`src/hw/dcs_pkg.sv`:
```
`default_nettype none
package dcs_pkg;

  // ----------------------------------------------------------------
  // Frame geometry
  // ----------------------------------------------------------------
  localparam int DCS_FRAME_W = 16;
  localparam int DCS_CNT_W = 5;
  localparam int DCS_MOD_W = 3;
  localparam logic [4:0] DCS_MIN_BITS = 5'h10;
  localparam logic [2:0] DCS_MOD_ZERO = 3'h0;
  localparam logic [2:0] DCS_MOD_ONE = 3'h1;
  localparam logic [4:0] DCS_CNT_ONE = 5'h01;

  // ----------------------------------------------------------------
  // Field positions inside the 16-bit command frame
  // ----------------------------------------------------------------
  localparam int DCS_CMD_HI = 15;
  localparam int DCS_CMD_LO = 14;
  localparam int DCS_PADDR_HI = 13;
  localparam int DCS_PADDR_LO = 10;
  localparam int DCS_SADDR_HI = 9;
  localparam int DCS_SADDR_LO = 8;
  localparam int DCS_DATA_HI = 7;
  localparam int DCS_DATA_LO = 0;
  localparam int DCS_PADDR_W = 4;
  localparam int DCS_SADDR_W = 2;
  localparam int DCS_DATA_W = 8;
  localparam int DCS_ADDR_W = 6;

  // ----------------------------------------------------------------
  // Command codes (two leading bits)
  // ----------------------------------------------------------------
  localparam logic [1:0] DCS_CMD_WRITE = 2'h2;
  localparam logic [1:0] DCS_CMD_READ = 2'h1;
  localparam logic [1:0] DCS_CMD_BAD_WRITE = 2'h3;
  localparam logic [1:0] DCS_CMD_BAD_READ = 2'h0;

  // One bit per {primary, secondary} address; set bits are implemented
  localparam logic [63:0] DCS_ADDR_MAP = 64'h0000_0000_0003_ffff;

  // ----------------------------------------------------------------
  // Special response words and read response tag
  // ----------------------------------------------------------------
  localparam logic [15:0] DCS_RSP_RESET = 16'hc001;
  localparam logic [15:0] DCS_RSP_TER = 16'hc002;
  localparam logic [15:0] DCS_RSP_SYNTAX = 16'hc003;
  localparam logic [1:0] DCS_RSP_READ_TAG = 2'h1;

  typedef enum logic [2:0] {
    DCS_SEL_RESET,
    DCS_SEL_TER,
    DCS_SEL_SYNTAX,
    DCS_SEL_DIAG,
    DCS_SEL_READ
  } dcs_rsp_sel_t;

  typedef enum logic {
    DCS_LINK_IDLE,
    DCS_LINK_ACTIVE
  } dcs_link_state_t;

endpackage
`default_nettype wire

```
`src/hw/dcs_sync.sv`:
```
`timescale 1ns/1ps
`default_nettype none
module dcs_sync #(
  parameter int W = 1
) (
  // Clock and reset
  input wire logic clk,
  input wire logic resetn,
  // Asynchronous levels in, synchronised levels out
  input wire logic [W-1:0] async_in,
  output logic [W-1:0] sync_out
);

  logic [W-1:0] meta_q;
  logic [W-1:0] sync_q;

  // First stage feeds only the second stage
  always_ff @(posedge clk or negedge resetn) begin
    if (!resetn) begin
      meta_q <= '1;
      sync_q <= '1;
    end else begin
      meta_q <= async_in;
      sync_q <= meta_q;
    end
  end

  assign sync_out = sync_q;

endmodule // dcs_sync
`default_nettype wire

```
`src/hw/dcs_spi_slave.sv`:
```
// Behaviour
// RL1 - Chip select falling edge starts a fresh frame.
// RL2 - Sample input on serial-clock fall, shift output after serial-clock rise.
// RL3 - Host ends each frame by raising chip select; device acts only then.
// RL4 - Decode only with at least 16 clocks and whole bytes; else flag error.
// RL5 - Chip select high: ignore clock and input, output high impedance.
// RL6 - Chip select fall loads the response of the previous command.
// RL7 - Chip select fall drives output to error flag OR input level.
// RL8 - In sleep, chip select fall leaves output off, no transfer.
// RL9 - Valid release writes shift register into the addressed register.
// RL10 - Host keeps serial clock low around chip select edges.
// RL11 - Both lines carry words most significant bit first.
// RL12 - Host sends control bits first, then data bits.
// RL13 - Device is a shift register passing input to output for chaining.
// RL14 - Chained host clocks whole bytes covering all devices, then releases.
// RL15 - Answer to a frame comes in the following frame.
// RL16 - After a transmission error the next answer is the error response.
// RL17 - First answer after reset or software reset is the reset response.
// RL18 - Write with 11 or read with 00 is a syntax error.
// RL19 - Write to a reserved address is a syntax error, not acted on.
// RL20 - Frames carry primary and secondary address fields plus content.
// RL21 - Read of a reserved address answers with the standard diagnosis.
// RL22 - Decoded command and write strobe reach the core clock domain.
`timescale 1ns/1ps
`default_nettype none
module dcs_spi_slave
  import dcs_pkg::*;
(
  // Clock and reset
  input wire logic clk,
  input wire logic resetn,
  // Serial link pins
  input wire logic sclk,
  input wire logic chip_select_n,
  input wire logic si,
  output logic so,
  output logic so_oe_n,
  // Core status
  input wire logic sleep,
  input wire logic soft_reset,
  input wire logic [dcs_pkg::DCS_FRAME_W-1:0] std_diag,
  input wire logic [dcs_pkg::DCS_DATA_W-1:0] rd_data,
  output logic [dcs_pkg::DCS_PADDR_W-1:0] rd_primary_address_field,
  output logic [dcs_pkg::DCS_SADDR_W-1:0] rd_secondary_address_field,
  output logic transfer_error_flag,
  // Decoded write command
  output logic cmd_valid,
  output logic [dcs_pkg::DCS_PADDR_W-1:0] cmd_primary_address_field,
  output logic [dcs_pkg::DCS_SADDR_W-1:0] cmd_secondary_address_field,
  output logic [dcs_pkg::DCS_DATA_W-1:0] cmd_data
);

  import dcs_pkg::*;

  // ----------------------------------------------------------------
  // Pin synchronisers and edge detection
  // ----------------------------------------------------------------
  logic [2:0] pins_s;
  logic sclk_s, csn_s, si_s;
  logic sclk_prev_q, sclk_prev_d;
  logic csn_prev_q, csn_prev_d;
  logic sclk_rise, sclk_fall, cs_fall, cs_rise;

  dcs_sync #(.W(3)) u_pin_sync (
    .clk(clk),
    .resetn(resetn),
    .async_in({sclk, chip_select_n, si}),
    .sync_out(pins_s)
  );

  assign sclk_s = pins_s[2];
  assign csn_s = pins_s[1];
  assign si_s = pins_s[0];

  always_comb begin
    sclk_prev_d = sclk_s;
    csn_prev_d = csn_s;
  end

  always_ff @(posedge clk or negedge resetn) begin
    if (!resetn) begin
      sclk_prev_q <= 1'b0;
      csn_prev_q <= 1'b1;
    end else begin
      sclk_prev_q <= sclk_prev_d;
      csn_prev_q <= csn_prev_d;
    end
  end

  assign sclk_rise = sclk_s && !sclk_prev_q;
  assign sclk_fall = !sclk_s && sclk_prev_q;
  assign cs_fall = !csn_s && csn_prev_q;
  assign cs_rise = csn_s && !csn_prev_q;

  // ----------------------------------------------------------------
  // Frame decode helpers
  // ----------------------------------------------------------------
  dcs_link_state_t state_q, state_d;
  logic [DCS_FRAME_W-1:0] shreg_q, shreg_d;
  logic [DCS_CNT_W-1:0] bit_cnt_q, bit_cnt_d;
  logic [DCS_MOD_W-1:0] mod_q, mod_d;
  logic so_q, so_d;
  logic frame_ok, addr_ok, end_frame;
  logic [1:0] cmd_code;
  logic [DCS_PADDR_W-1:0] frm_paddr;
  logic [DCS_SADDR_W-1:0] frm_saddr;
  logic [DCS_FRAME_W-1:0] rsp_word;

  assign cmd_code = shreg_q[DCS_CMD_HI:DCS_CMD_LO];
  assign frm_paddr = shreg_q[DCS_PADDR_HI:DCS_PADDR_LO]; // RL20
  assign frm_saddr = shreg_q[DCS_SADDR_HI:DCS_SADDR_LO]; // RL20
  assign addr_ok = DCS_ADDR_MAP[{frm_paddr, frm_saddr}];
  // Total mod 8 is enough once 16 is reached, as 16 is a whole byte count
  assign frame_ok = (bit_cnt_q == DCS_MIN_BITS) && (mod_q == DCS_MOD_ZERO); // RL4
  assign end_frame = cs_rise && (state_q == DCS_LINK_ACTIVE); // RL3

  // ----------------------------------------------------------------
  // Response selection, error flag and decoded command
  // ----------------------------------------------------------------
  dcs_rsp_sel_t rsp_sel_q, rsp_sel_d;
  logic ter_q, ter_d;
  logic cmd_valid_q, cmd_valid_d;
  logic [DCS_PADDR_W-1:0] cmd_paddr_q, cmd_paddr_d, rd_paddr_q, rd_paddr_d;
  logic [DCS_SADDR_W-1:0] cmd_saddr_q, cmd_saddr_d, rd_saddr_q, rd_saddr_d;
  logic [DCS_DATA_W-1:0] cmd_data_q, cmd_data_d;

  always_comb begin
    rsp_sel_d = rsp_sel_q;
    ter_d = ter_q;
    cmd_valid_d = 1'b0;
    cmd_paddr_d = cmd_paddr_q;
    cmd_saddr_d = cmd_saddr_q;
    cmd_data_d = cmd_data_q;
    rd_paddr_d = rd_paddr_q;
    rd_saddr_d = rd_saddr_q;
    if (end_frame) begin
      if (!frame_ok) begin
        ter_d = 1'b1; // RL4
        rsp_sel_d = DCS_SEL_TER; // RL16
      end else begin
        ter_d = 1'b0;
        if (cmd_code == DCS_CMD_WRITE && addr_ok) begin
          cmd_valid_d = 1'b1; // RL9 RL22
          cmd_paddr_d = frm_paddr;
          cmd_saddr_d = frm_saddr;
          cmd_data_d = shreg_q[DCS_DATA_HI:DCS_DATA_LO];
          rsp_sel_d = DCS_SEL_DIAG;
        end else if (cmd_code == DCS_CMD_READ && addr_ok) begin
          rd_paddr_d = frm_paddr;
          rd_saddr_d = frm_saddr;
          rsp_sel_d = DCS_SEL_READ; // RL15
        end else if (cmd_code == DCS_CMD_READ) begin
          rsp_sel_d = DCS_SEL_DIAG; // RL21
        end else begin
          rsp_sel_d = DCS_SEL_SYNTAX; // RL18 RL19
        end
      end
    end
    // Software reset outranks a frame closing in the same cycle for the response choice; flag and strobe still follow the frame
    if (soft_reset) begin
      rsp_sel_d = DCS_SEL_RESET; // RL17
    end
  end

  always_ff @(posedge clk or negedge resetn) begin
    if (!resetn) begin
      rsp_sel_q <= DCS_SEL_RESET; // RL17
      ter_q <= 1'b0;
      cmd_valid_q <= 1'b0;
      cmd_paddr_q <= '0;
      cmd_saddr_q <= '0;
      cmd_data_q <= '0;
      rd_paddr_q <= '0;
      rd_saddr_q <= '0;
    end else begin
      rsp_sel_q <= rsp_sel_d;
      ter_q <= ter_d;
      cmd_valid_q <= cmd_valid_d;
      cmd_paddr_q <= cmd_paddr_d;
      cmd_saddr_q <= cmd_saddr_d;
      cmd_data_q <= cmd_data_d;
      rd_paddr_q <= rd_paddr_d;
      rd_saddr_q <= rd_saddr_d;
    end
  end

  always_comb begin
    unique case (rsp_sel_q)
      DCS_SEL_RESET: rsp_word = DCS_RSP_RESET;
      DCS_SEL_TER: rsp_word = DCS_RSP_TER;
      DCS_SEL_SYNTAX: rsp_word = DCS_RSP_SYNTAX;
      DCS_SEL_DIAG: rsp_word = std_diag;
      DCS_SEL_READ: rsp_word = {DCS_RSP_READ_TAG, rd_paddr_q, rd_saddr_q, rd_data};
      default: rsp_word = DCS_RSP_SYNTAX;
    endcase
  end

  // ----------------------------------------------------------------
  // Link state, shift register and bit counters
  // ----------------------------------------------------------------
  always_comb begin
    state_d = state_q;
    shreg_d = shreg_q;
    bit_cnt_d = bit_cnt_q;
    mod_d = mod_q;
    so_d = so_q;
    unique case (state_q)
      DCS_LINK_IDLE: begin
        // Clock and input are ignored until a frame opens
        if (cs_fall && !sleep) begin // RL8
          state_d = DCS_LINK_ACTIVE; // RL1
          shreg_d = rsp_word; // RL6
          bit_cnt_d = '0;
          mod_d = '0;
          so_d = ter_q | si_s; // RL7
        end
      end
      DCS_LINK_ACTIVE: begin
        if (cs_rise) begin
          state_d = DCS_LINK_IDLE; // RL5
        end else begin
          if (sclk_rise) begin
            so_d = shreg_q[DCS_FRAME_W-1]; // RL2 RL11
          end
          if (sclk_fall) begin
            // Bits beyond this device's share walk on to the next device
            shreg_d = {shreg_q[DCS_FRAME_W-2:0], si_s}; // RL2 RL11 RL13
            mod_d = mod_q + DCS_MOD_ONE;
            if (bit_cnt_q != DCS_MIN_BITS) begin
              bit_cnt_d = bit_cnt_q + DCS_CNT_ONE;
            end
          end
        end
      end
    endcase
  end

  always_ff @(posedge clk or negedge resetn) begin
    if (!resetn) begin
      state_q <= DCS_LINK_IDLE;
      shreg_q <= '0;
      bit_cnt_q <= '0;
      mod_q <= '0;
      so_q <= 1'b0;
    end else begin
      state_q <= state_d;
      shreg_q <= shreg_d;
      bit_cnt_q <= bit_cnt_d;
      mod_q <= mod_d;
      so_q <= so_d;
    end
  end

  // ----------------------------------------------------------------
  // Outputs
  // ----------------------------------------------------------------
  logic so_oe_n_q, so_oe_n_d;

  always_comb begin
    so_oe_n_d = (state_d != DCS_LINK_ACTIVE); // RL5 RL8
  end

  always_ff @(posedge clk or negedge resetn) begin
    if (!resetn) begin
      so_oe_n_q <= 1'b1;
    end else begin
      so_oe_n_q <= so_oe_n_d;
    end
  end

  assign so = so_q;
  assign so_oe_n = so_oe_n_q;
  assign transfer_error_flag = ter_q;
  assign cmd_valid = cmd_valid_q;
  assign cmd_primary_address_field = cmd_paddr_q;
  assign cmd_secondary_address_field = cmd_saddr_q;
  assign cmd_data = cmd_data_q;
  assign rd_primary_address_field = rd_paddr_q;
  assign rd_secondary_address_field = rd_saddr_q;
endmodule // dcs_spi_slave
`default_nettype wire

```
`config.mk`:
```
export PLATFORM = sky130hd
export DESIGN_NAME = dcs_spi_slave
export DESIGN_NICKNAME = d
export VERILOG_FILES = /design/src/hw/dcs_pkg.sv /design/src/hw/dcs_sync.sv /design/src/hw/dcs_spi_slave.sv
export SDC_FILE = /design/constraint.sdc
export NUM_CORES = 1
export LEC_CHECK = 0
export ABC_AREA = 1
export BUFFER_PORTS_ARGS = -buffer_cell sky130_fd_sc_hd__buf_2
export CAP_MARGIN = 20
export CORE_MARGIN = 1.5
export CORE_UTILIZATION = 25
export CTS_CLUSTER_SIZE = 12
export DETAILED_ROUTE_END_ITERATION = 6
export PLACE_DENSITY = 0.48
export SYNTH_ARGS = -nofsm -noshare
export SYNTH_HDL_FRONTEND = slang
export SYNTH_HIERARCHICAL = 1
export SYNTH_SLANG_ARGS = --single-unit
export TNS_END_PERCENT = 5
```
`constraint.sdc`:
```
create_clock -name clk -period 3.03 [get_ports clk]
set_input_delay 0.606 -clock clk [delete_from_list [all_inputs] [get_ports clk]]
set_output_delay 0.606 -clock clk [all_outputs]
set_load 0.01 [all_outputs]
```
-- After elaboration in Yosys (flattened, before gate mapping)
Memories as Yosys holds them, arrays and structs flattened.
Index checks and enable logic that the tools add are counted.
- bits in registers: 60
- memory bits (read-only): 64
- input port bits: 31
- memories kept: 1
- $add $sub $neg: 2
- $lt $le $gt $ge: 1
- equal/unequal tests: 12
- muxes and demuxes: 32
- bitwise gates (word level): 4
- reduce and logical (&&, ||, !) cells: 22
- memories (name ; words ; bits a word ; rd ports ; clocked after memory_dff ; wr ports ; RTL line ; source):
    (no name shown) ; 64 ; 1 ; 1 ; 0 ; 0 ; dcs_spi_slave.sv:112 ; assign addr_ok = DCS_ADDR_MAP[{frm_paddr, frm_saddr}];
- operators with widths (operator ; count):
    $pmux 16 s4 ; 1
    $mux 16 ; 3
    $pmux 16 s2 ; 1
    $mux 3 ; 8
    $mux 5 ; 4
    $mux 1 ; 11
    $pmux 5 s2 ; 1
    $logic_and 1x1->1 ; 9
    $reduce_and 3->1 ; 3
    $ne 2x2->1 const B ; 4
    $reduce_and 4->1 ; 2
    $lt 6x7->1 const B ; 1
    $logic_not 3->1 ; 2
    $pmux 3 s2 ; 1
    $add 5x1->5 const B ; 1
    $eq 5x5->1 const B ; 1
    $logic_not 1->1 ; 5
    $ne 5x5->1 const B ; 1
    $pmux 1 s2 ; 2
    $add 3x1->3 const B ; 1
    $eq 3x1->1 const B ; 1
    $eq 3x2->1 const B ; 1
    $eq 3x3->1 const B ; 1
    $not 1->1 ; 3
    5 further kinds ; 5

-- Longest topological paths before layout
Gate-level depths: netlist of the first run.
- depth in word-level cells: 8
- mapped depth: 9
- gate-level depth less buffers: 9

-- By module
The synthesis of the first run kept the hierarchy.
- modules (own cells, without submodules) (module ; times used ; cells an instance ; area an instance (µm²) ; sequential area each (µm²)):
    dcs_spi_slave ; 1 ; 394 ; 2874.0 ; 1353.8
    dcs_sync ; 1 ; 6 ; 157.7 ; 157.7

-- Worst setup path after synthesis of the first run
OpenSTA, ideal clock, no wires.
- path type: register -> register
- start point: reg bit_cnt_q[0]
- end point: reg rd_paddr_q[0], in the netlist rd_primary_address_field[0]
- setup time: 0.124 ns
- arrival: 1.302 ns
- setup slack: 1.604 ns
- cell stages (with the launch flop): 9
- path buffers: 1
- period minus slack after synthesis: 1.426 ns
- path through: dfrtp_1 -> inv_1 -> ha_1 -> nand2_1 -> nor2_2 -> nand3_2 -> clkbuf_1 -> o21ai_0 -> nand2_1
- longest elaborated chain between the ends: 3
- RTL lines (item ; RTL line ; source):
    from (decl) ; dcs_spi_slave.sv:100 ; logic [DCS_CNT_W-1:0] bit_cnt_q, bit_cnt_d;
    from (signal assigned) ; dcs_spi_slave.sv:248 ; bit_cnt_q <= bit_cnt_d;
    $eq 5x5->1 ; dcs_spi_slave.sv:114 ; assign frame_ok = (bit_cnt_q == DCS_MIN_BITS) && (mod_q == DCS_MOD_ZERO);
    $logic_and 1x1->1 ; dcs_spi_slave.sv:114 ;
    $reduce_and 4->1 (no line) ; -- ;
    to (signal assigned) ; dcs_spi_slave.sv:182 ; rd_paddr_q <= rd_paddr_d;
    to (decl) ; dcs_spi_slave.sv:123 ; logic [DCS_PADDR_W-1:0] cmd_paddr_q, cmd_paddr_d, rd_paddr_q, rd_paddr_d;
Every way passes these cells.
A chain may end at the register's enable or synchronous reset.

-- Worst setup path in the final report of the first run
- start point: reg mod_q[0]
- end point: reg cmd_data_q[0], in the netlist cmd_data[0]
- longest elaborated chain between the ends: 3
- RTL lines (item ; RTL line ; source):
    from (decl) ; dcs_spi_slave.sv:101 ; logic [DCS_MOD_W-1:0] mod_q, mod_d;
    from (signal assigned) ; dcs_spi_slave.sv:249 ; mod_q <= mod_d;
    $logic_not 3->1 ; dcs_spi_slave.sv:114 ;
    $logic_and 1x1->1 ; dcs_spi_slave.sv:114 ;
    $reduce_and 3->1 (no line) ; -- ;
    to (signal assigned) ; dcs_spi_slave.sv:181 ; cmd_data_q <= cmd_data_d;
    to (decl) ; dcs_spi_slave.sv:125 ; logic [DCS_DATA_W-1:0] cmd_data_q, cmd_data_d;
Every way passes these cells.

==> results.py, run 1 <==
metrics = {
    "status": {
        "outcome": "completed",
    },
    "sta": {
        "hold_viol": 0,
        "post-route-min-period_ns": 2.02,
        "totalNegativeSetupSlack_ns": 0,
        "fin_worst_skew_ns": 0.00784,
        "fmax_ghz": 0.494,
        "rsz0062_at_grt": "false",
        "slew_violations": 0,
        "worst-slew-pin-transition_ns": 0.784,
        "relSlewSlack": 0.476,
        "setup_violations": 0,
        "period_share": 0.668,
    },
    "detailed_routing": {
        "via_per_inst": 4.50,
        "drc_errors": 0,
        "drtIter0Drc": 159,
        "postRouteAntennaNets": 0,
        "wl_um": 8100,
        "first_pass_iters": 4,
        "wl_per_cell_um": 13.4,
        "vias": 2713,
    },
    "die": {
        "initial_core_util": 0.255,
        "rows": 40,
        "dieArea_um2": 12800,
        "die_x_um": 113,
        "ios": 55,
        "core_um2": 11900,
        "fp.dieH_um": 113,
    },
    "power": {
        "ir_drop_mv": 0.222,
        "power_leakage_nw": 2.04,
        "p_per_area_nw_per_um2": 627,
    },
    "setup_path": {
        "crit_path_start_kind": "flip-flop",
        "r2r-start": "mod_q[0]$_DFFE_PN0P_",
        "critPathCaptureType": "flip-flop",
        "path_max_fanout": 21,
        "critPathTopFamily": "simple AND/OR/NAND/NOR gates",
        "cp.buffers_inverters": 2,
        "worstPathCellList": "inv_1, ha_1, inv_1, nor2_1, nand3_2, nor2_4, nand2_1, nand2_1",
        "crit_slowest_cell": "nor2_4",
        "path_class": "reg2reg",
        "critical_path.max_stage_delay_ns": 0.48,
        "r2r_end": "cmd_data[0]$_DFFE_PN0P_",
        "critPathRequiredTime_ns": 3.29,
        "r2r_slack_ns": 1.01,
        "arrival_ns": 2.29,
        "rr_worst_depth": 8,
    },
    "layout": {
        "final_common_cell": "nand2_1",
        "multiInputGateArea_um2": 1320,
        "area_growth_pct": 23.8,
        "drive_above_1_share": 0.204,
        "n_antenna_cell": 0,
        "final_nets": 486,
        "final-seq-area_um2": 1510,
        "fillers": 1286,
        "stdcell_count": 603,
        "final_cell_mix": "174 x nand2_1, 54 x buf_2, 52 x dfrtp_1, 31 x nand3_1, 26 x inv_1",
    },
    "grt": {
        "first_global_vias": 2668,
        "grt_max_degree": 26,
        "grt_antenna_before_repair": 0,
        "grt_usage": 0.138,
        "grt_pass1_wl_um": 13700,
        "grt_overflow": 0,
    },
    "logic_synthesis": {
        "synth_edf_count": 0,
        "avgSynthCellArea_um2": 7.58,
        "synth_xor_area_frac": 0.00289,
        "synthAdderAreaFrac": 0.0165,
        "synth_simple_gate_area_frac": 0.360,
        "yosys.cell_types.count": 28,
        "synth_seq_cells": 60,
        "yosysSeqAreaShare": 0.499,
        "yosys_warnings": 6,
        "syn-num-nets": 435,
        "synth_compound_area_frac": 0.0557,
        "synthCells": 400,
        "syn_area_um2": 3030,
        "async_reset_ff_frac": 1.00,
        "yosys_most_used_dff": "dfrtp_1",
        "synthMuxAreaShare": 0,
        "synth_top_family_by_area": "simple AND/OR/NAND/NOR gates",
    },
    "min_path": {
        "hold_class": "in2async",
    },
    "clock_tree": {
        "cts_max_path_buffers": 2,
        "htree_num_levels": 3,
        "clk_pin_slew_ns": 0.05,
        "postCtsHoldBufs": 0,
        "cts-root-buf": "clkbuf_16",
        "numCtsBuffers": 9,
        "cts.sinks": 60,
        "cts_tree": "built",
        "post-cts-setup-buffer-count": 0,
        "insertion_delay_ns": 0.33,
        "cts_resized": 0,
    },
    "job": {
        "timing.max_cap.violations": 0,
    },
    "placed_design": {
        "io_buffers": 54,
        "dp_cells": 587,
        "dp_hpwl_um": 5620,
        "routabilityCongestion": 0.780,
    },
}
-- area by class of cell --
| class | count | area share |
|---|---|---|
| Inverter | 28 | 0.0280 |
| Tap cell | 147 | 0.0490 |
| Sequential cell | 60 | 0.403 |
| Timing Repair Buffer | 60 | 0.0840 |
| Clock inverter | 4 | 0.0193 |
| Multi-Input combinational cell | 292 | 0.351 |
| Clock buffer | 12 | 0.0657 |
-- cell usage after synthesis (3+ instances only) --
master / n / area (um^2)
buf_2: 11 / 55.1
nor2_1: 22 / 82.6
inv_1: 26 / 97.6
dfrtp_1: 52 / 1300
nand3_1: 31 / 155
dfstp_2: 8 / 210
nand2_1: 174 / 653
a21oi_1: 3 / 15.0
nor2_4: 3 / 33.8
o21ai_0: 16 / 80.1
ha_1: 4 / 50.1
nand4_1: 15 / 93.8
clkbuf_1: 5 / 18.8
o21ai_1: 10 / 50.1
-- registers in the layout, indices dropped and copies added (netlist names) --
name and cells:
shreg_q 16, cmd_data 8, bit_cnt_q 5, cmd_primary_address_field 4, rd_primary_address_field 4, mod_q 3
rsp_sel_q 3, u_pin_sync/meta_q 3, u_pin_sync/sync_out 3, cmd_secondary_address_field 2, rd_secondary_address_field 2, cmd_valid 1
csn_prev_q 1, sclk_prev_q 1, so 1, so_oe_n 1, state_q 1, transfer_error_flag 1
-- worst max-delay path by stage --
stage	startpoint	to	slack, ns	depth (start not counted)
global route	bit_cnt_q[0]$_DFFE_PN0P_	cmd_secondary_address_field[1]$_DFFE_PN0P_	0.77	8
global placement	bit_cnt_q[0]$_DFFE_PN0P_	cmd_data[5]$_DFFE_PN0P_	0.94	8
CTS	mod_q[0]$_DFFE_PN0P_	cmd_data[3]$_DFFE_PN0P_	0.94	8
detailed placement	mod_q[0]$_DFFE_PN0P_	cmd_data[3]$_DFFE_PN0P_	0.95	8
finish	mod_q[0]$_DFFE_PN0P_	cmd_data[0]$_DFFE_PN0P_	1.01	8
floorplan	bit_cnt_q[0]$_DFFE_PN0P_	rd_primary_address_field[0]$_DFFE_PN0P_	1.60	8
-- layer usage --
metal / GRT usage / routed length [um]
met5: 0 / 0
met4: 0.0558 / 129
met3: 0.0289 / 393
met2: 0.207 / 3580
met1: 0.194 / 4000
-- cell families after synthesis --
kind of cell | Yosys count
AOI/OAI and AO/OA | 32
xor gates and xnor gates | 1
adders and majority gates | 4
buffers and inverters | 48
DFF | 60
and+or+nand+nor | 255
-- metrics by stage --
stage	worst slack [ns]	utilization	power (mW)	instance area [um^2]	hold WS, ns
2_1_floorplan	1.60	-	1.15	3030	0.310
3_3_place_gp	0.944	0.288	1.27	3430	0.346
3_5_place_dp	0.950	0.288	1.28	3430	0.347
4_1_cts	0.936	0.315	2.38	3750	0.252
5_1_grt	0.765	0.315	2.48	3750	0.263
6_report	1.01	0.315	2.35	3750	0.244
-- power by group --
| group | leakage [nW] | internal (mW) | switching (mW) |
|---|---|---|---|
| logic | 1.10 | 0.0967 | 0.234 |
| registers | 0.788 | 0.870 | 0.0596 |
| clock network | 0.153 | 0.741 | 0.354 |
Power figures use the tool's default switching activity.
==> run 2: changes to the inputs <==
==> constraint.sdc (replaced) <==
create_clock -name clk -period 2.1 [get_ports clk]
set_input_delay 0.42 -clock clk [delete_from_list [all_inputs] [get_ports clk]]
set_output_delay 0.42 -clock clk [all_outputs]
set_load 0.01 [all_outputs]
==> results.py, run 2 (same netlist as run 1, synthesis figures left out) <==
metrics = {
    "grt": {
        "grt_usage": 0.138,
        "grt_max_degree": 23,
        "first_global_vias": 2779,
        "grt_pass1_wl_um": 13700,
        "grt_antenna_before_repair": 0,
        "grt_overflow": 0,
    },
    "sta": {
        "rsz0062_at_grt": "false",
        "setup_violations": 0,
        "worst-slew-pin-transition_ns": 0.690,
        "fin_worst_skew_ns": 0.00412,
        "post-route-min-period_ns": 1.81,
        "totalNegativeSetupSlack_ns": 0,
        "relSlewSlack": 0.540,
        "period_share": 0.861,
        "hold_viol": 0,
        "fmax_ghz": 0.553,
        "slew_violations": 0,
    },
    "layout": {
        "stdcell_area_um2": 3820,
        "largest-register": "shreg_q",
        "drive_above_1_share": 0.219,
        "area_growth_pct": 25.9,
        "final_cell_mix": "174 x nand2_1, 54 x buf_2, 52 x dfrtp_1, 31 x nand3_1, 26 x inv_1",
        "final_common_cell": "nand2_1",
        "final_nets": 492,
        "n_antenna_cell": 0,
        "largest_reg_flops": 16,
        "stdcell_count": 609,
    },
    "setup_path": {
        "crit_path_start_kind": "flip-flop",
        "r2r_slack_ns": 0.29,
        "arrival_ns": 2.02,
        "r2r_end": "cmd_data[1]$_DFFE_PN0P_",
        "critPathCaptureType": "flip-flop",
        "path_max_fanout": 11,
        "path_class": "reg2reg",
        "rr_worst_depth": 8,
        "r2r-start": "bit_cnt_q[0]$_DFFE_PN0P_",
        "critPathRequiredTime_ns": 2.31,
    },
    "power": {
        "p_int_mw": 2.54,
        "p_total_mw": 3.49,
        "p_seq_frac": 0.385,
        "switching_share": 0.270,
        "p_sw_uw": 942,
        "p_per_area_nw_per_um2": 913,
        "combPwrFrac": 0.143,
        "ir_drop_mv": 0.419,
        "power_leakage_nw": 2.08,
        "clkPwrFrac": 0.472,
    },
    "die": {
        "fp.dieH_um": 113,
        "die_x_um": 113,
        "rows": 40,
        "dieArea_um2": 12800,
        "core_um2": 11900,
        "initial_core_util": 0.255,
        "ios": 55,
    },
    "detailed_routing": {
        "wl_um": 8080,
        "via_per_inst": 4.51,
        "postRouteAntennaNets": 0,
        "wl_per_cell_um": 13.3,
        "drtIter0Drc": 138,
        "drc_errors": 0,
        "vias": 2749,
        "first_pass_iters": 4,
    },
    "job": {
        "timing.max_cap.violations": 0,
    },
    "placed_design": {
        "routabilityCongestion": 0.753,
        "io_buffers": 54,
        "dpl_cell_area_um2": 3480,
        "dp_cells": 593,
        "dp_hpwl_um": 5660,
    },
    "clock_tree": {
        "cts_tree": "built",
        "cts.sinks": 60,
        "postCtsHoldBufs": 0,
        "post-cts-setup-buffer-count": 0,
        "htree_num_levels": 3,
        "cts_resized": 0,
        "numCtsBuffers": 9,
        "cts_max_path_buffers": 2,
        "insertion_delay_ns": 0.33,
        "cts-root-buf": "clkbuf_16",
        "clk_pin_slew_ns": 0.05,
    },
    "status": {
        "outcome": "completed",
    },
    "min_path": {
        "hold_class": "in2async",
    },
}
## run 2: metal layers
layer,vias up,global-route usage,part of all wire
li1,1383,-,-
met1,1291,0.173,0.47
met2,69,0.224,0.47
met3,6,0.0370,0.052
met4,0,0.0558,0.0095
met5,-,0,0
## run 2: power by group through the flow
stage / Combinational, mW / Sequential, mW / Clock (mW)
2_1_floorplan: 0.328 / 1.34 / 0
3_3_place_gp: 0.505 / 1.36 / 0
3_5_place_dp: 0.509 / 1.36 / 0
4_1_cts: 0.510 / 1.34 / 1.68
5_1_grt: 0.575 / 1.35 / 1.74
6_report: 0.498 / 1.34 / 1.65
## run 2: through the flow
stage | hold slack (ns) | utilization | setup slack [ns]
after floorplan | 0.124 | - | 0.674
after global placement | 0.347 | 0.292 | 0.372
after detailed placement | 0.347 | 0.292 | 0.276
after CTS | 0.0575 | 0.320 | 0.267
after global routing | 0.0798 | 0.320 | 0.107
final | 0.0454 | 0.320 | 0.291
## run 2: final cells by class
| type | instances | area (um^2) |
|---|---|---|
| Fill cell | 1296 | 8100 |
| Sequential cell | 60 | 1510 |
| Multi-Input combinational cell | 292 | 1320 |
| Timing Repair Buffer | 66 | 360 |
| Clock buffer | 12 | 267 |
| Tap cell | 147 | 184 |
| Inverter | 28 | 105 |
| Clock inverter | 4 | 70.1 |
## run 2: worst max-delay path by stage
stage	from	end	cells after the start
floorplan	bit_cnt_q[0]$_DFFE_PN0P_	rd_primary_address_field[0]$_DFFE_PN0P_	8
global placement	bit_cnt_q[0]$_DFFE_PN0P_	cmd_data[7]$_DFFE_PN0P_	8
detailed placement	bit_cnt_q[0]$_DFFE_PN0P_	cmd_primary_address_field[2]$_DFFE_PN0P_	8
CTS	bit_cnt_q[0]$_DFFE_PN0P_	cmd_data[1]$_DFFE_PN0P_	8
global route	bit_cnt_q[0]$_DFFE_PN0P_	cmd_data[2]$_DFFE_PN0P_	8
finish	bit_cnt_q[0]$_DFFE_PN0P_	cmd_data[1]$_DFFE_PN0P_	8
## run 2: worst max-delay path: stages (launching register included)
cell	delay, ns
dfrtp_1	0.43
inv_1	0.08
ha_1	0.14
nand2_1	0.07
nor2_2	0.14
nand3_2	0.27
buf_4	0.29
o21ai_0	0.18
nand2_1	0.08
==> run 3: changes to the inputs <==
--- a/config.mk
+++ b/config.mk
@@ -5,14 +5,15 @@
 export SDC_FILE = /design/constraint.sdc
 export NUM_CORES = 1
 export LEC_CHECK = 0
-export ABC_AREA = 1
-export BUFFER_PORTS_ARGS = -buffer_cell sky130_fd_sc_hd__buf_2
+export ABC_AREA = 0
+export BUFFER_PORTS_ARGS = -buffer_cell sky130_fd_sc_hd__clkbuf_2
 export CAP_MARGIN = 20
 export CORE_MARGIN = 1.5
 export CORE_UTILIZATION = 25
 export CTS_CLUSTER_SIZE = 12
 export DETAILED_ROUTE_END_ITERATION = 6
 export PLACE_DENSITY = 0.48
+export REMOVE_ABC_BUFFERS = 1
 export SYNTH_ARGS = -nofsm -noshare
 export SYNTH_HDL_FRONTEND = slang
 export SYNTH_HIERARCHICAL = 1
==> results.py, run 3 <==
metrics = {
    "status": {
        "outcome": "completed",
    },
    "power": {
        "p_total_mw": 2.92,
        "ir_drop_mv": 0.209,
        "power_leakage_nw": 1.67,
        "p_per_area_nw_per_um2": 827,
    },
    "sta": {
        "fin_worst_skew_ns": 0.0126,
        "period_share": 0.946,
        "setup_violations": 0,
        "relSlewSlack": 0.661,
        "worst-slew-pin-transition_ns": 0.508,
        "hold_viol": 0,
        "fmax_ghz": 0.503,
        "fin_ws_ns": 0.113,
        "totalNegativeSetupSlack_ns": 0,
        "slew_violations": 0,
        "rsz0062_at_grt": "false",
        "post-route-min-period_ns": 1.99,
    },
    "setup_path": {
        "path_max_fanout": 6,
        "critical_path.max_stage_delay_ns": 0.41,
        "arrival_ns": 2.22,
        "path_class": "reg2reg",
        "critPathRequiredTime_ns": 2.33,
        "crit_slowest_cell": "dfrtp_1",
        "crit_path_start_kind": "flip-flop",
        "critPathCaptureType": "flip-flop",
        "critPathTopFamily": "simple AND/OR/NAND/NOR gates",
        "worstPathCellList": "inv_2, ha_2, and4bb_2, nand3_4, nor4b_4, buf_6, mux2_2",
        "cp.buffers_inverters": 2,
    },
    "layout": {
        "largest_reg_flops": 16,
        "fillers": 1110,
        "final_common_cell": "clkbuf_2",
        "final_nets": 348,
        "largest-register": "shreg_q",
        "final_cell_mix": "54 x clkbuf_2, 52 x dfrtp_1, 22 x nand2_1, 18 x nor2b_1",
        "stdcell_area_um2": 3530,
        "n_antenna_cell": 0,
        "drive_above_1_share": 0.393,
        "stdcell_count": 458,
        "area_growth_pct": 25.7,
    },
    "logic_synthesis": {
        "yosysTopAreaCellShare": 0.463,
        "yosys_warnings": 6,
        "synth_common_cells": "52 x dfrtp_1, 22 x nand2_1, 19 x nor2b_1",
        "synth.area.top_cells": "dfrtp_1 46%, dfstp_2 7.5%, mux2_4 4.8%, nor2b_1 4.2%, a221oi_1 4.0%",
        "synthCells": 248,
        "synth_seq_cells": 60,
        "synth.most_common_cell": "dfrtp_1",
        "yosysTopAreaCell": "dfrtp_1",
        "synth_edf_count": 0,
        "syn_area_um2": 2810,
        "yosys.cell_types.count": 46,
        "yosysSeqAreaShare": 0.538,
        "async_reset_ff_frac": 1.00,
        "yosys_most_used_dff": "dfrtp_1",
        "avgSynthCellArea_um2": 11.3,
    },
    "grt": {
        "grt_overflow": 0,
        "grt_antenna_before_repair": 0,
        "grt_usage": 0.118,
        "first_global_vias": 1987,
        "grt_max_degree": 48,
        "grt_pass1_wl_um": 10400,
    },
    "clock_tree": {
        "cts_max_path_buffers": 2,
        "numCtsBuffers": 9,
        "htree_num_levels": 3,
        "insertion_delay_ns": 0.35,
        "cts.sinks": 60,
        "cts-root-buf": "clkbuf_8",
        "cts_tree": "built",
        "clk_pin_slew_ns": 0.07,
    },
    "die": {
        "ios": 55,
        "dieArea_um2": 11900,
        "rows": 38,
        "core_um2": 10900,
        "initial_core_util": 0.258,
        "fp.dieH_um": 109,
        "die_x_um": 109,
    },
    "detailed_routing": {
        "drc_errors": 0,
        "postRouteAntennaNets": 0,
        "vias": 2083,
        "via_per_inst": 4.55,
        "wl_per_cell_um": 14.4,
        "wl_um": 6600,
        "drtIter0Drc": 59,
        "first_pass_iters": 5,
    },
    "job": {
        "timing.max_cap.violations": 0,
    },
    "placed_design": {
        "dp_hpwl_um": 4720,
        "dp_slack_ns": 0.0744,
        "dp_cells": 440,
        "io_buffers": 54,
        "dpl_cell_area_um2": 3320,
        "routabilityCongestion": 0.721,
    },
    "min_path": {
        "hold_class": "in2reg",
    },
}
-- run 3: cell count changes after synthesis, moves of 12 or more --
cell | previous run | this run
nand3_1 | 31 | 3
a221oi_1 | 0 | 13
inv_1 | 26 | 11
o31ai_1 | 0 | 12
nor2b_1 | 0 | 19
nand4_1 | 15 | 2
nand2_1 | 174 | 22
-- run 3: final timing paths --
check / endpoint / slack, ns / depth (start not counted) / startpoint
setup reg to reg: cmd_primary_address_field[0]$_DFFE_PN0P_ / 0.11 / 7 / bit_cnt_q[1]$_DFFE_PN0P_
min in group asynchronous: state_q$_DFF_PN0_ / 0.53 / 2 / resetn
setup / recovery: cmd_primary_address_field[0]$_DFFE_PN0P_ / 0.11 / 7 / bit_cnt_q[1]$_DFFE_PN0P_
max in group asynchronous: shreg_q[1]$_DFFE_PN0P_ / 1.00 / 3 / resetn
hold reg to reg: u_pin_sync/sync_out[0]$_DFF_PN1_ / 0.36 / 0 / u_pin_sync/meta_q[0]$_DFF_PN1_
hold / removal: u_pin_sync/meta_q[0]$_DFF_PN1_ / 0.15 / 1 / si
-- run 3: per-layer routing --
layer,up-vias,part of all wire,track usage
li1,1021,-,-
met1,1010,0.48,0.159
met2,41,0.46,0.175
met3,11,0.038,0.0257
met4,0,0.022,0.0695
met5,-,0,0
-- run 3: logic make-up after synthesis --
family                   count (synthesis)  synth area share
flip-flops                              60             0.538
XOR/XNOR                                 1           0.00312
multiplexers                            19            0.0877
buffers and inverters                   28            0.0423
AO/OA/AOI/OAI                           60             0.153
AND/OR/NAND/NOR                         76             0.159
adder cells (fa/ha/maj)                  4            0.0178
-- run 3: layout make-up --
type	count	area (um^2)	area share
sequential	60	1510	0.428
timing repair buffer	71	420	0.119
inverter	11	41.3	0.0117
multi-input combinational	160	1210	0.342
clock buffer	9	124	0.0351
tap	140	175	0.0496
clock inverter	7	51.3	0.0145
-- run 3: stage by stage --
step	hold WS, ns	utilization
floorplan	0.124	-
global placement	0.346	0.305
CTS	0.138	0.322
finish	0.153	0.325
detailed placement	0.347	0.305
global route	0.137	0.325
-- run 3: repair_timing --
action,4_1_cts,5_1_grt
setup endpoints to repair,0,13
setup buffers,0,1
hold buffers,1,0
resized for setup,0,8
hold endpoints to repair,5,0
-- run 3: power by group --
part	switching (mW)	internal, mW	leakage (nW)
sequential	0.148	1.30	0.776
combinational	0.277	0.256	0.805
clock	0.505	0.433	0.0860
total	0.930	1.99	1.67
-- run 3: worst register-to-register path, cell delays in order, from the launching register on --
cell and delay (ns):
dfrtp_1 0.41, inv_2 0.07, ha_2 0.16, and4bb_2 0.29, nand3_4 0.09, nor4b_4 0.34, buf_6 0.19, mux2_2 0.34
